===== src/shared/ifs_defines.vh =====
`ifndef IFS_DEFINES_VH
`define IFS_DEFINES_VH

// Parameter addresses
`define IFS_ADDR_IN1_SEL 16'h0704
`define IFS_ADDR_IN2_SEL 16'h0706

// Selector codes
`define IFS_CODE_FREE 16'h0001
`define IFS_CODE_FAULT_RESET 16'h0002
`define IFS_CODE_ENABLE 16'h0003
`define IFS_CODE_HALT 16'h0004
`define IFS_CODE_POS_START 16'h0005
`define IFS_CODE_CUR_LIMIT 16'h0006
`define IFS_CODE_ZERO_CLAMP 16'h0007
`define IFS_CODE_VEL_LIMIT 16'h0008
`define IFS_CODE_HOME 16'h0015
`define IFS_CODE_FWD_STOP 16'h0016
`define IFS_CODE_REV_STOP 16'h0017
`define IFS_CODE_PARSET_SWAP 16'h0018
`define IFS_CODE_VEL_INT_OFF 16'h001C
`define IFS_CODE_MAC_START 16'h001E
`define IFS_CODE_MAC_ARM 16'h001F
`define IFS_CODE_BRAKE_REL 16'h0028

// Factory settings
`define IFS_RST_IN1_SEL 16'h0015
`define IFS_RST_IN2_SEL 16'h0016

// Width of one selector
`define IFS_SEL_W 16

`endif


===== src/core/ifs_input_function_selector.v =====
// Functional notes
// - Codes 1,2,3,4 select free use, fault reset, power stage enable, halt.
// - Codes 5,6,7,8 select positioning start, current, zero clamp, velocity limit.
// - Codes 21,22,23 select home, forward stop, reverse stop switch.
// - Code 24 swaps parameter set; code 28 disables velocity integral term.
// - Code 30 starts move after capture; code 31 arms it.
// - Code 40 requests manual holding brake release from the input.
// - Selector writes accepted only with power stage disabled; master disables first.
// - Written selector is stored persistently and applied only after next power-on.
// - Factory initialisation sets input one to home, input two to forward stop.
`include "ifs_defines.vh"

module ifs_input_function_selector (
   input wire mclk,
   input wire rst_n,
   input wire digital_input_one,
   input wire digital_input_two,
   input wire power_stage_active,
   input wire factory_init,
   input wire par_wr,
   input wire par_rd,
   input wire [15:0] par_addr,
   input wire [15:0] par_wdata,
   output reg [15:0] par_rdata,
   output wire par_ack,
   output wire par_err,
   output wire [1:0] input_level,
   output wire [1:0] free_level,
   output wire fault_reset_req,
   output wire power_stage_enable_req,
   output wire halt_req,
   output wire positioning_start_req,
   output wire current_limit_req,
   output wire zero_clamp_req,
   output wire velocity_limit_req,
   output wire home_switch,
   output wire forward_travel_stop,
   output wire reverse_travel_stop,
   output wire parameter_set_swap_req,
   output wire velocity_integral_off_req,
   output wire move_after_capture_start,
   output wire move_after_capture_arm,
   output wire brake_release_req,
   output wire [15:0] input_one_active_sel,
   output wire [15:0] input_two_active_sel
);

   // Persistent store, survives reset like non-volatile memory
   reg [15:0] input_one_function_select = `IFS_RST_IN1_SEL;
   reg [15:0] input_two_function_select = `IFS_RST_IN2_SEL;
   reg [15:0] act1_q;
   reg [15:0] act2_q;
   reg loaded_q;
   reg [2:0] sync1_q;
   reg [2:0] sync2_q;
   reg [1:0] lvl_q;
   wire hit1;
   wire hit2;
   wire code_ok;
   wire wr_ok;
   wire [15:0] dec1;
   wire [15:0] dec2;
   wire [15:0] hit_one;
   wire [15:0] hit_two;
   reg [15:1] req_q;
   reg [1:0] free_q;

   function valid_code;
      input [15:0] c;
      begin
         case (c)
            `IFS_CODE_FREE, `IFS_CODE_FAULT_RESET, `IFS_CODE_ENABLE, `IFS_CODE_HALT,
            `IFS_CODE_POS_START, `IFS_CODE_CUR_LIMIT, `IFS_CODE_ZERO_CLAMP,
            `IFS_CODE_VEL_LIMIT, `IFS_CODE_HOME, `IFS_CODE_FWD_STOP, `IFS_CODE_REV_STOP,
            `IFS_CODE_PARSET_SWAP, `IFS_CODE_VEL_INT_OFF, `IFS_CODE_MAC_START,
            `IFS_CODE_MAC_ARM, `IFS_CODE_BRAKE_REL: valid_code = 1'b1;
            default: valid_code = 1'b0;
         endcase
      end
   endfunction

   assign hit1 = (par_addr == `IFS_ADDR_IN1_SEL);
   assign hit2 = (par_addr == `IFS_ADDR_IN2_SEL);
   assign code_ok = valid_code(par_wdata);
   assign wr_ok = par_wr && (hit1 || hit2) && code_ok && !power_stage_active;
   assign par_ack = (par_wr && wr_ok) || (par_rd && (hit1 || hit2));
   assign par_err = (par_wr && !wr_ok) || (par_rd && !(hit1 || hit2));

   always @(posedge mclk) begin
      if (factory_init) begin
         input_one_function_select <= `IFS_RST_IN1_SEL;
         input_two_function_select <= `IFS_RST_IN2_SEL;
      end else if (wr_ok) begin
         if (hit1) begin
            input_one_function_select <= par_wdata;
         end
         if (hit2) begin
            input_two_function_select <= par_wdata;
         end
      end
   end

   always @(posedge mclk or negedge rst_n) begin
      if (!rst_n) begin
         par_rdata <= 16'h0000;
      end else if (par_rd && hit1) begin
         par_rdata <= input_one_function_select;
      end else if (par_rd && hit2) begin
         par_rdata <= input_two_function_select;
      end else begin
         par_rdata <= 16'h0000;
      end
   end

   // Apply pending value once after power-on
   always @(posedge mclk or negedge rst_n) begin
      if (!rst_n) begin
         act1_q <= `IFS_CODE_FREE;
         act2_q <= `IFS_CODE_FREE;
         loaded_q <= 1'b0;
      end else if (!loaded_q) begin
         act1_q <= input_one_function_select;
         act2_q <= input_two_function_select;
         loaded_q <= 1'b1;
      end
   end

   // Pin synchronisers and agreement filter
   always @(posedge mclk or negedge rst_n) begin
      if (!rst_n) begin
         sync1_q <= 3'h0;
         sync2_q <= 3'h0;
         lvl_q <= 2'h0;
      end else begin
         sync1_q <= {sync1_q[1:0], digital_input_one};
         sync2_q <= {sync2_q[1:0], digital_input_two};
         if (sync1_q[1] == sync1_q[2]) begin
            lvl_q[0] <= sync1_q[2];
         end
         if (sync2_q[1] == sync2_q[2]) begin
            lvl_q[1] <= sync2_q[2];
         end
      end
   end

   assign input_level = lvl_q;
   assign input_one_active_sel = act1_q;
   assign input_two_active_sel = act2_q;

   // One-hot position of the function a selector names
   function [15:0] decode;
      input [15:0] code;
      begin
         decode = 16'h0000;
         case (code)
            `IFS_CODE_FREE: decode[0] = 1'b1;
            `IFS_CODE_FAULT_RESET: decode[1] = 1'b1;
            `IFS_CODE_ENABLE: decode[2] = 1'b1;
            `IFS_CODE_HALT: decode[3] = 1'b1;
            `IFS_CODE_POS_START: decode[4] = 1'b1;
            `IFS_CODE_CUR_LIMIT: decode[5] = 1'b1;
            `IFS_CODE_ZERO_CLAMP: decode[6] = 1'b1;
            `IFS_CODE_VEL_LIMIT: decode[7] = 1'b1;
            `IFS_CODE_HOME: decode[8] = 1'b1;
            `IFS_CODE_FWD_STOP: decode[9] = 1'b1;
            `IFS_CODE_REV_STOP: decode[10] = 1'b1;
            `IFS_CODE_PARSET_SWAP: decode[11] = 1'b1;
            `IFS_CODE_VEL_INT_OFF: decode[12] = 1'b1;
            `IFS_CODE_MAC_START: decode[13] = 1'b1;
            `IFS_CODE_MAC_ARM: decode[14] = 1'b1;
            `IFS_CODE_BRAKE_REL: decode[15] = 1'b1;
            default: decode = 16'h0000;
         endcase
      end
   endfunction

   // Decode both active selectors
   assign dec1 = decode(act1_q);
   assign dec2 = decode(act2_q);
   assign hit_one = {16{loaded_q && lvl_q[0]}} & dec1;
   assign hit_two = {16{loaded_q && lvl_q[1]}} & dec2;

   // Registered requests, inactive during reset
   always @(posedge mclk or negedge rst_n) begin
      if (!rst_n) begin
         req_q <= 15'h0000;
         free_q <= 2'h0;
      end else begin
         req_q <= hit_one[15:1] | hit_two[15:1];
         free_q <= {hit_two[0], hit_one[0]};
      end
   end

   assign free_level = free_q;
   assign fault_reset_req = req_q[1];
   assign power_stage_enable_req = req_q[2];
   assign halt_req = req_q[3];
   assign positioning_start_req = req_q[4];
   assign current_limit_req = req_q[5];
   assign zero_clamp_req = req_q[6];
   assign velocity_limit_req = req_q[7];
   assign home_switch = req_q[8];
   assign forward_travel_stop = req_q[9];
   assign reverse_travel_stop = req_q[10];
   assign parameter_set_swap_req = req_q[11];
   assign velocity_integral_off_req = req_q[12];
   assign move_after_capture_start = req_q[13];
   assign move_after_capture_arm = req_q[14];
   assign brake_release_req = req_q[15];

endmodule


===== config.mk =====
export PLATFORM = sky130hd
export DESIGN_NAME = ifs_input_function_selector
export DESIGN_NICKNAME = d
export VERILOG_FILES = /design/src/core/ifs_input_function_selector.v
export VERILOG_INCLUDE_DIRS = /design/src /design/src/shared
export SDC_FILE = /design/constraint.sdc
export NUM_CORES = 1
export LEC_CHECK = 0
export ABC_AREA = 1
export BUFFER_PORTS_ARGS = -buffer_cell sky130_fd_sc_hd__buf_2
export CAP_MARGIN = 40
export CORE_MARGIN = 2
export CORE_UTILIZATION = 46
export DETAILED_ROUTE_END_ITERATION = 16
export GPL_TIMING_DRIVEN = 1
export PLACE_DENSITY = 0.81
export SLEW_MARGIN = 30
export SYNTH_ARGS = -nofsm -noshare
export SYNTH_HDL_FRONTEND = slang
export SYNTH_SLANG_ARGS = --single-unit

===== constraint.sdc =====
create_clock -name mclk -period 5.7 [get_ports mclk]
set_input_delay 1.71 -clock mclk [delete_from_list [all_inputs] [get_ports mclk]]
set_output_delay 1.71 -clock mclk [all_outputs]
set_load 0.1 [all_outputs]

# [After elaboration in Yosys (flattened, before gate mapping)]
# Memories as Yosys holds them, arrays and structs flattened.
# Index checks and enable logic that the tools add are counted.
[totals] regBits=106 mem_bits_ro=64 inputBits=40 elab_cells=107 memories=1
[op_classes] n_eq_ne=36 n_mux=35 bitwise_logic=3 n_reduce_logical=20
[mem_list] name="(name not given)" words=64 word_bits=1 read_ports=1 rd_clocked_by_memory_dff=0 wr=0 line_no="ifs_input_function_selector.v:71" source="case (c)"
[ops] operator="equality test 16 x 5 -> 1 bit, second input constant" count=14
[ops] operator="equality test 16 x 3 -> 1 bit, second input constant" count=8
[ops] operator="equality test 16 x 2 -> 1 bit, second input constant" count=4
[ops] operator="two-way mux 1 bit" count=33
[ops] operator="AND 16 bit" count=2
[ops] operator="equality test 16 x 1 -> 1 bit, second input constant" count=2
[ops] operator="equality test 16 x 11 -> 1 bit, second input constant" count=2
[ops] operator="equality test 16 x 4 -> 1 bit, second input constant" count=2
[ops] operator="equality test 16 x 6 -> 1 bit, second input constant" count=2
[ops] operator="two-way mux 16 bit" count=2
[ops] operator="OR 15 bit" count=1
[ops] operator="logical AND 1 bit" count=11
[ops] operator="logical NOT 10 bit" count=1
[ops] operator="AND reduction 2 bit" count=2
[ops] operator="logical NOT 1 bit" count=3
[ops] operator="logical OR 1 bit" count=3
[ops] operator="equality test 1 bit" count=2

# [Depth between registers and ports, before layout]
[depth] word_depth=8 ltp_mapped=12 depth_no_buf=12

# [Worst setup path after synthesis]
# Ideal clock, no wire load.
[synth_path] path_type="input port to output port" from="in par_wdata[0]" to="out par_ack" arrival_ps=3251 required_ps=3990 setup_slack_ps=739 cell_stages=10 path_cell_list="inv_1 > nand2_1 > nor2_1 > ha_1 > inv_1 > o21ai_0 > nand3_1 > nor2_4 > nand3_2 > nand2_1"
[synth_via] elab_chain_cells=6
[synth_rtl] item="from (decl)" line_no="ifs_input_function_selector.v:23" source="input wire [15:0] par_wdata,"
[synth_rtl] item="memory (64 x 1 bit)"
[synth_rtl] item="two-way mux 1 bit" line_no="ifs_input_function_selector.v:71"
[synth_rtl] item="logical AND 1 bit (2 in a row)" line_no="ifs_input_function_selector.v:85" source="assign wr_ok = par_wr && (hit1 || hit2) && code_ok && !power_stage_active;"
[synth_rtl] item="logical AND 1 bit" line_no="ifs_input_function_selector.v:86" source="assign par_ack = (par_wr && wr_ok) || (par_rd && (hit1 || hit2));"
[synth_rtl] item="logical OR 1 bit" line_no="ifs_input_function_selector.v:86"
[synth_rtl] item="to (decl)" line_no="ifs_input_function_selector.v:25" source="output wire par_ack,"
# No other way between the ends.

# [Final worst setup path]
[layout_path] from="in par_wdata[1]" to="out par_ack"
# The elaborated chain is that of the path after synthesis.

==> flow_summary.json <==
{
  "pre_cts_slack_ps": 640.4,
  "worstRegToRegCells": 6,
  "pwr-share-clk": 0.371,
  "power_switching_mw": 0.3625,
  "post_cts_buffers": 0,
  "critPathMaxFanout": 4,
  "finalCriticalPeriod_ps": 5071,
  "ys.flop_type": "dfrtp_1",
  "synth_top_cell_area_share": 0.4121,
  "critPathLaunchType": "input pin",
  "antenna_found_initial": 0,
  "area_delta_synth_final_pct": 20.61,
  "clkSinkCount": 106,
  "viasPerCell": 4.842,
  "setup_tns_ps": 0,
  "yosysWarnings": 0,
  "drtPass1Iterations": 4,
  "setup_viol": 0,
  "async_flop_share": 0.6981,
  "cts-resized-gates": 0,
  "worstSetupPathType": "input pin to output pin",
  "drtAntennaViolNets": 0,
  "whs_ps": 357.2,
  "cp.arrival_ps": 3360,
  "ys_seq_area_frac": 0.5707,
  "clockBufferDepth": 2,
  "drtIter0Drc": 230,
  "peakVddDrop_uv": 146.7,
  "postPlaceCellArea_um2": 5021,
  "slew_headroom": 0.6681,
  "die_x_um": 101.5,
  "cts_tree": "done",
  "post_drt_wl_per_cell_um": 13.09,
  "hold_class": "flip-flop to flip-flop",
  "htree_num_levels": 3,
  "grt_max_degree": 42,
  "die_h_um": 101.5,
  "combinationalPowerShare": 0.083,
  "gp_congestion": 0.9199,
  "grt_pass1_wl_um": 15770,
  "dp_hpwl_um": 7231,
  "hold_buffers": 0,
  "ys_seq_elements": 106,
  "p_int_mw": 1.039,
  "fin_crit_sh": 0.8897,
  "yosys.area.top_type": "dfrtp_1",
  "rsz0062_at_grt": "false",
  "rows": 35,
  "avgSynthCellArea_um2": 8.796,
  "routed_wl_um": 9670,
  "max_cap_viol_count": 0,
  "dp_cells": 722,
  "pwr-share-seq": 0.545,
  "die-area_um2": 10300,
  "finalNetCount": 646,
  "fmax_ghz": 0.1972,
  "final_max_slew_viol_count": 0,
  "synthTopCellsByArea": "dfrtp_1 41%, dfxtp_1 15%, nand2_1 11%",
  "synth.net_count": 538,
  "p_leak_nw": 2.835,
  "fin_util": 0.5706,
  "cp_data_required_time_ps": 3990,
  "worstMarginPinSlew_ps": 493.3,
  "postLayoutCellArea_um2": 5273,
  "track_usage": 0.1943,
  "coreArea_um2": 9240,
  "clk_pin_slew_ps": 100,
  "pin_count": 109,
  "hold_depth": 0,
  "power_density_nw_per_um2": 265.9,
  "cts_made_buffers": 9,
  "layout_setup_ws_ps": 628.6,
  "sw_frac_of_total": 0.2586,
  "syn_inst": 497,
  "num_antenna_cells": 0,
  "drc": 0,
  "gr-total-overflow": 0,
  "yosysUniqueCellTypes": 32,
  "drive_gt1_frac": 0.3066,
  "outcome": "finished, final reports clean",
  "cts-root-buf": "clkbuf_8",
  "final_cells": 739,
  "start_util": 0.4731,
  "power_mw": 1.402,
  "portBuffers": 108,
  "vias": 3578,
  "clk_latency_ps": 360,
  "synth.cell_area_um2": 4372,
  "clock_skew_ps": 14.64,
  "synth_edf_count": 0,
  "hold_violations": 0,
  "cp-end-kind": "output pin",
  "first_global_vias": 3407
}
layout by cell type, fill, tap and decap left out, types with 5 or more instances in the layout:
| cell type | netlist | final |
|---|---|---|
| buf_2 | 3 | 108 |
| nor2_1 | 53 | 53 |
| inv_2 | 23 | 23 |
| dfrtp_1 | 72 | 72 |
| nand3_2 | 21 | 21 |
| dfxtp_1 | 32 | 32 |
| inv_1 | 51 | 51 |
| clkbuf_8 | 0 | 9 |
| nor3_1 | 6 | 6 |
| o22ai_1 | 22 | 22 |
| nand2_1 | 125 | 125 |
| nand3_1 | 19 | 19 |
| o21ai_0 | 27 | 27 |
| nand4_1 | 5 | 5 |
layer usage:
layer / vias to the layer above / share of wire / GRT usage
li1: 1781 / - / -
met4: 0 / 0.011 / 0.05405
met3: 11 / 0.059 / 0.04003
met1: 1644 / 0.45 / 0.2593
met2: 142 / 0.48 / 0.3235
met5: - / 0 / 0
synth_stat cells (3+ instances only):
library cell,instances
dfxtp_1,32
dfrtp_1,72
nand2_2,4
inv_2,23
nand4_1,5
nor2_1,53
nand2_1,125
nor3_1,6
clkbuf_1,5
inv_1,51
o22ai_1,22
nand3_1,19
nand3_2,21
o21ai_0,27
buf_1,5
buf_2,3
layout make-up:
| class | count | area, um^2 |
|---|---|---|
| Multi-Input combinational cell | 302 | 1524 |
| Clock inverter | 7 | 107.6 |
| Sequential cell | 106 | 2495 |
| Fill cell | 816 | 3968 |
| Inverter | 74 | 277.8 |
| Clock buffer | 9 | 123.9 |
| Tap cell | 129 | 161.4 |
| Timing Repair Buffer | 112 | 583.1 |
path summary, 6_finish.rpt:
path | start | endpoint | slack, ps
worst min-delay path | sync1_q[0]$_DFF_PN0_ | sync1_q[1]$_DFF_PN0_ | 360
worst min register to register | sync1_q[0]$_DFF_PN0_ | sync1_q[1]$_DFF_PN0_ | 360
worst max register to register | loaded_q$_DFF_PN0_ | req_q[15]$_DFF_PN0_ | 3790
min in group asynchronous | rst_n | par_rdata[3]$_DFF_PN0_ | 1210
max in group asynchronous | rst_n | req_q[4]$_DFF_PN0_ | 3730
worst max-delay path | par_wdata[1] | par_ack | 630
sequential cells by signal (all words and copies together) (netlist names):
register,flops
req_q,15
loaded_q,1
free_level,2
par_rdata,16
input_two_active_sel,16
sync1_q,3
sync2_q,3
input_two_function_select,16
input_one_function_select,16
input_one_active_sel,16
input_level,2
power groups by stage:
stage	sequential, mW	clock (mW)	combinational (mW)
global route	0.766	0.563	0.127
finish	0.764	0.521	0.117
CTS	0.765	0.531	0.116
detailed placement	0.780	0	0.115
global placement	0.779	0	0.113
floorplan	0.817	0	0.0368
cells by family after synthesis:
family | Yosys count | share of synthesized area
AOI/OAI and AO/OA | 53 | 0.06840
adders and majority gates | 3 | 0.007441
buffers and inverters | 89 | 0.08071
DFF | 106 | 0.5707
other | 1 | 0.0008578
and+or+nand+nor | 245 | 0.2719
worst max-delay path, cell delays in order:
cell     delay, ps
buf_2          120
inv_2           60
nand2_1         70
nor2_1         100
ha_1           150
inv_1           30
o21ai_0        170
nand3_1        140
nor2_4         180
nand3_2        130
nand2_1         70
buf_2          420
(Power assumes the default switching activity.)
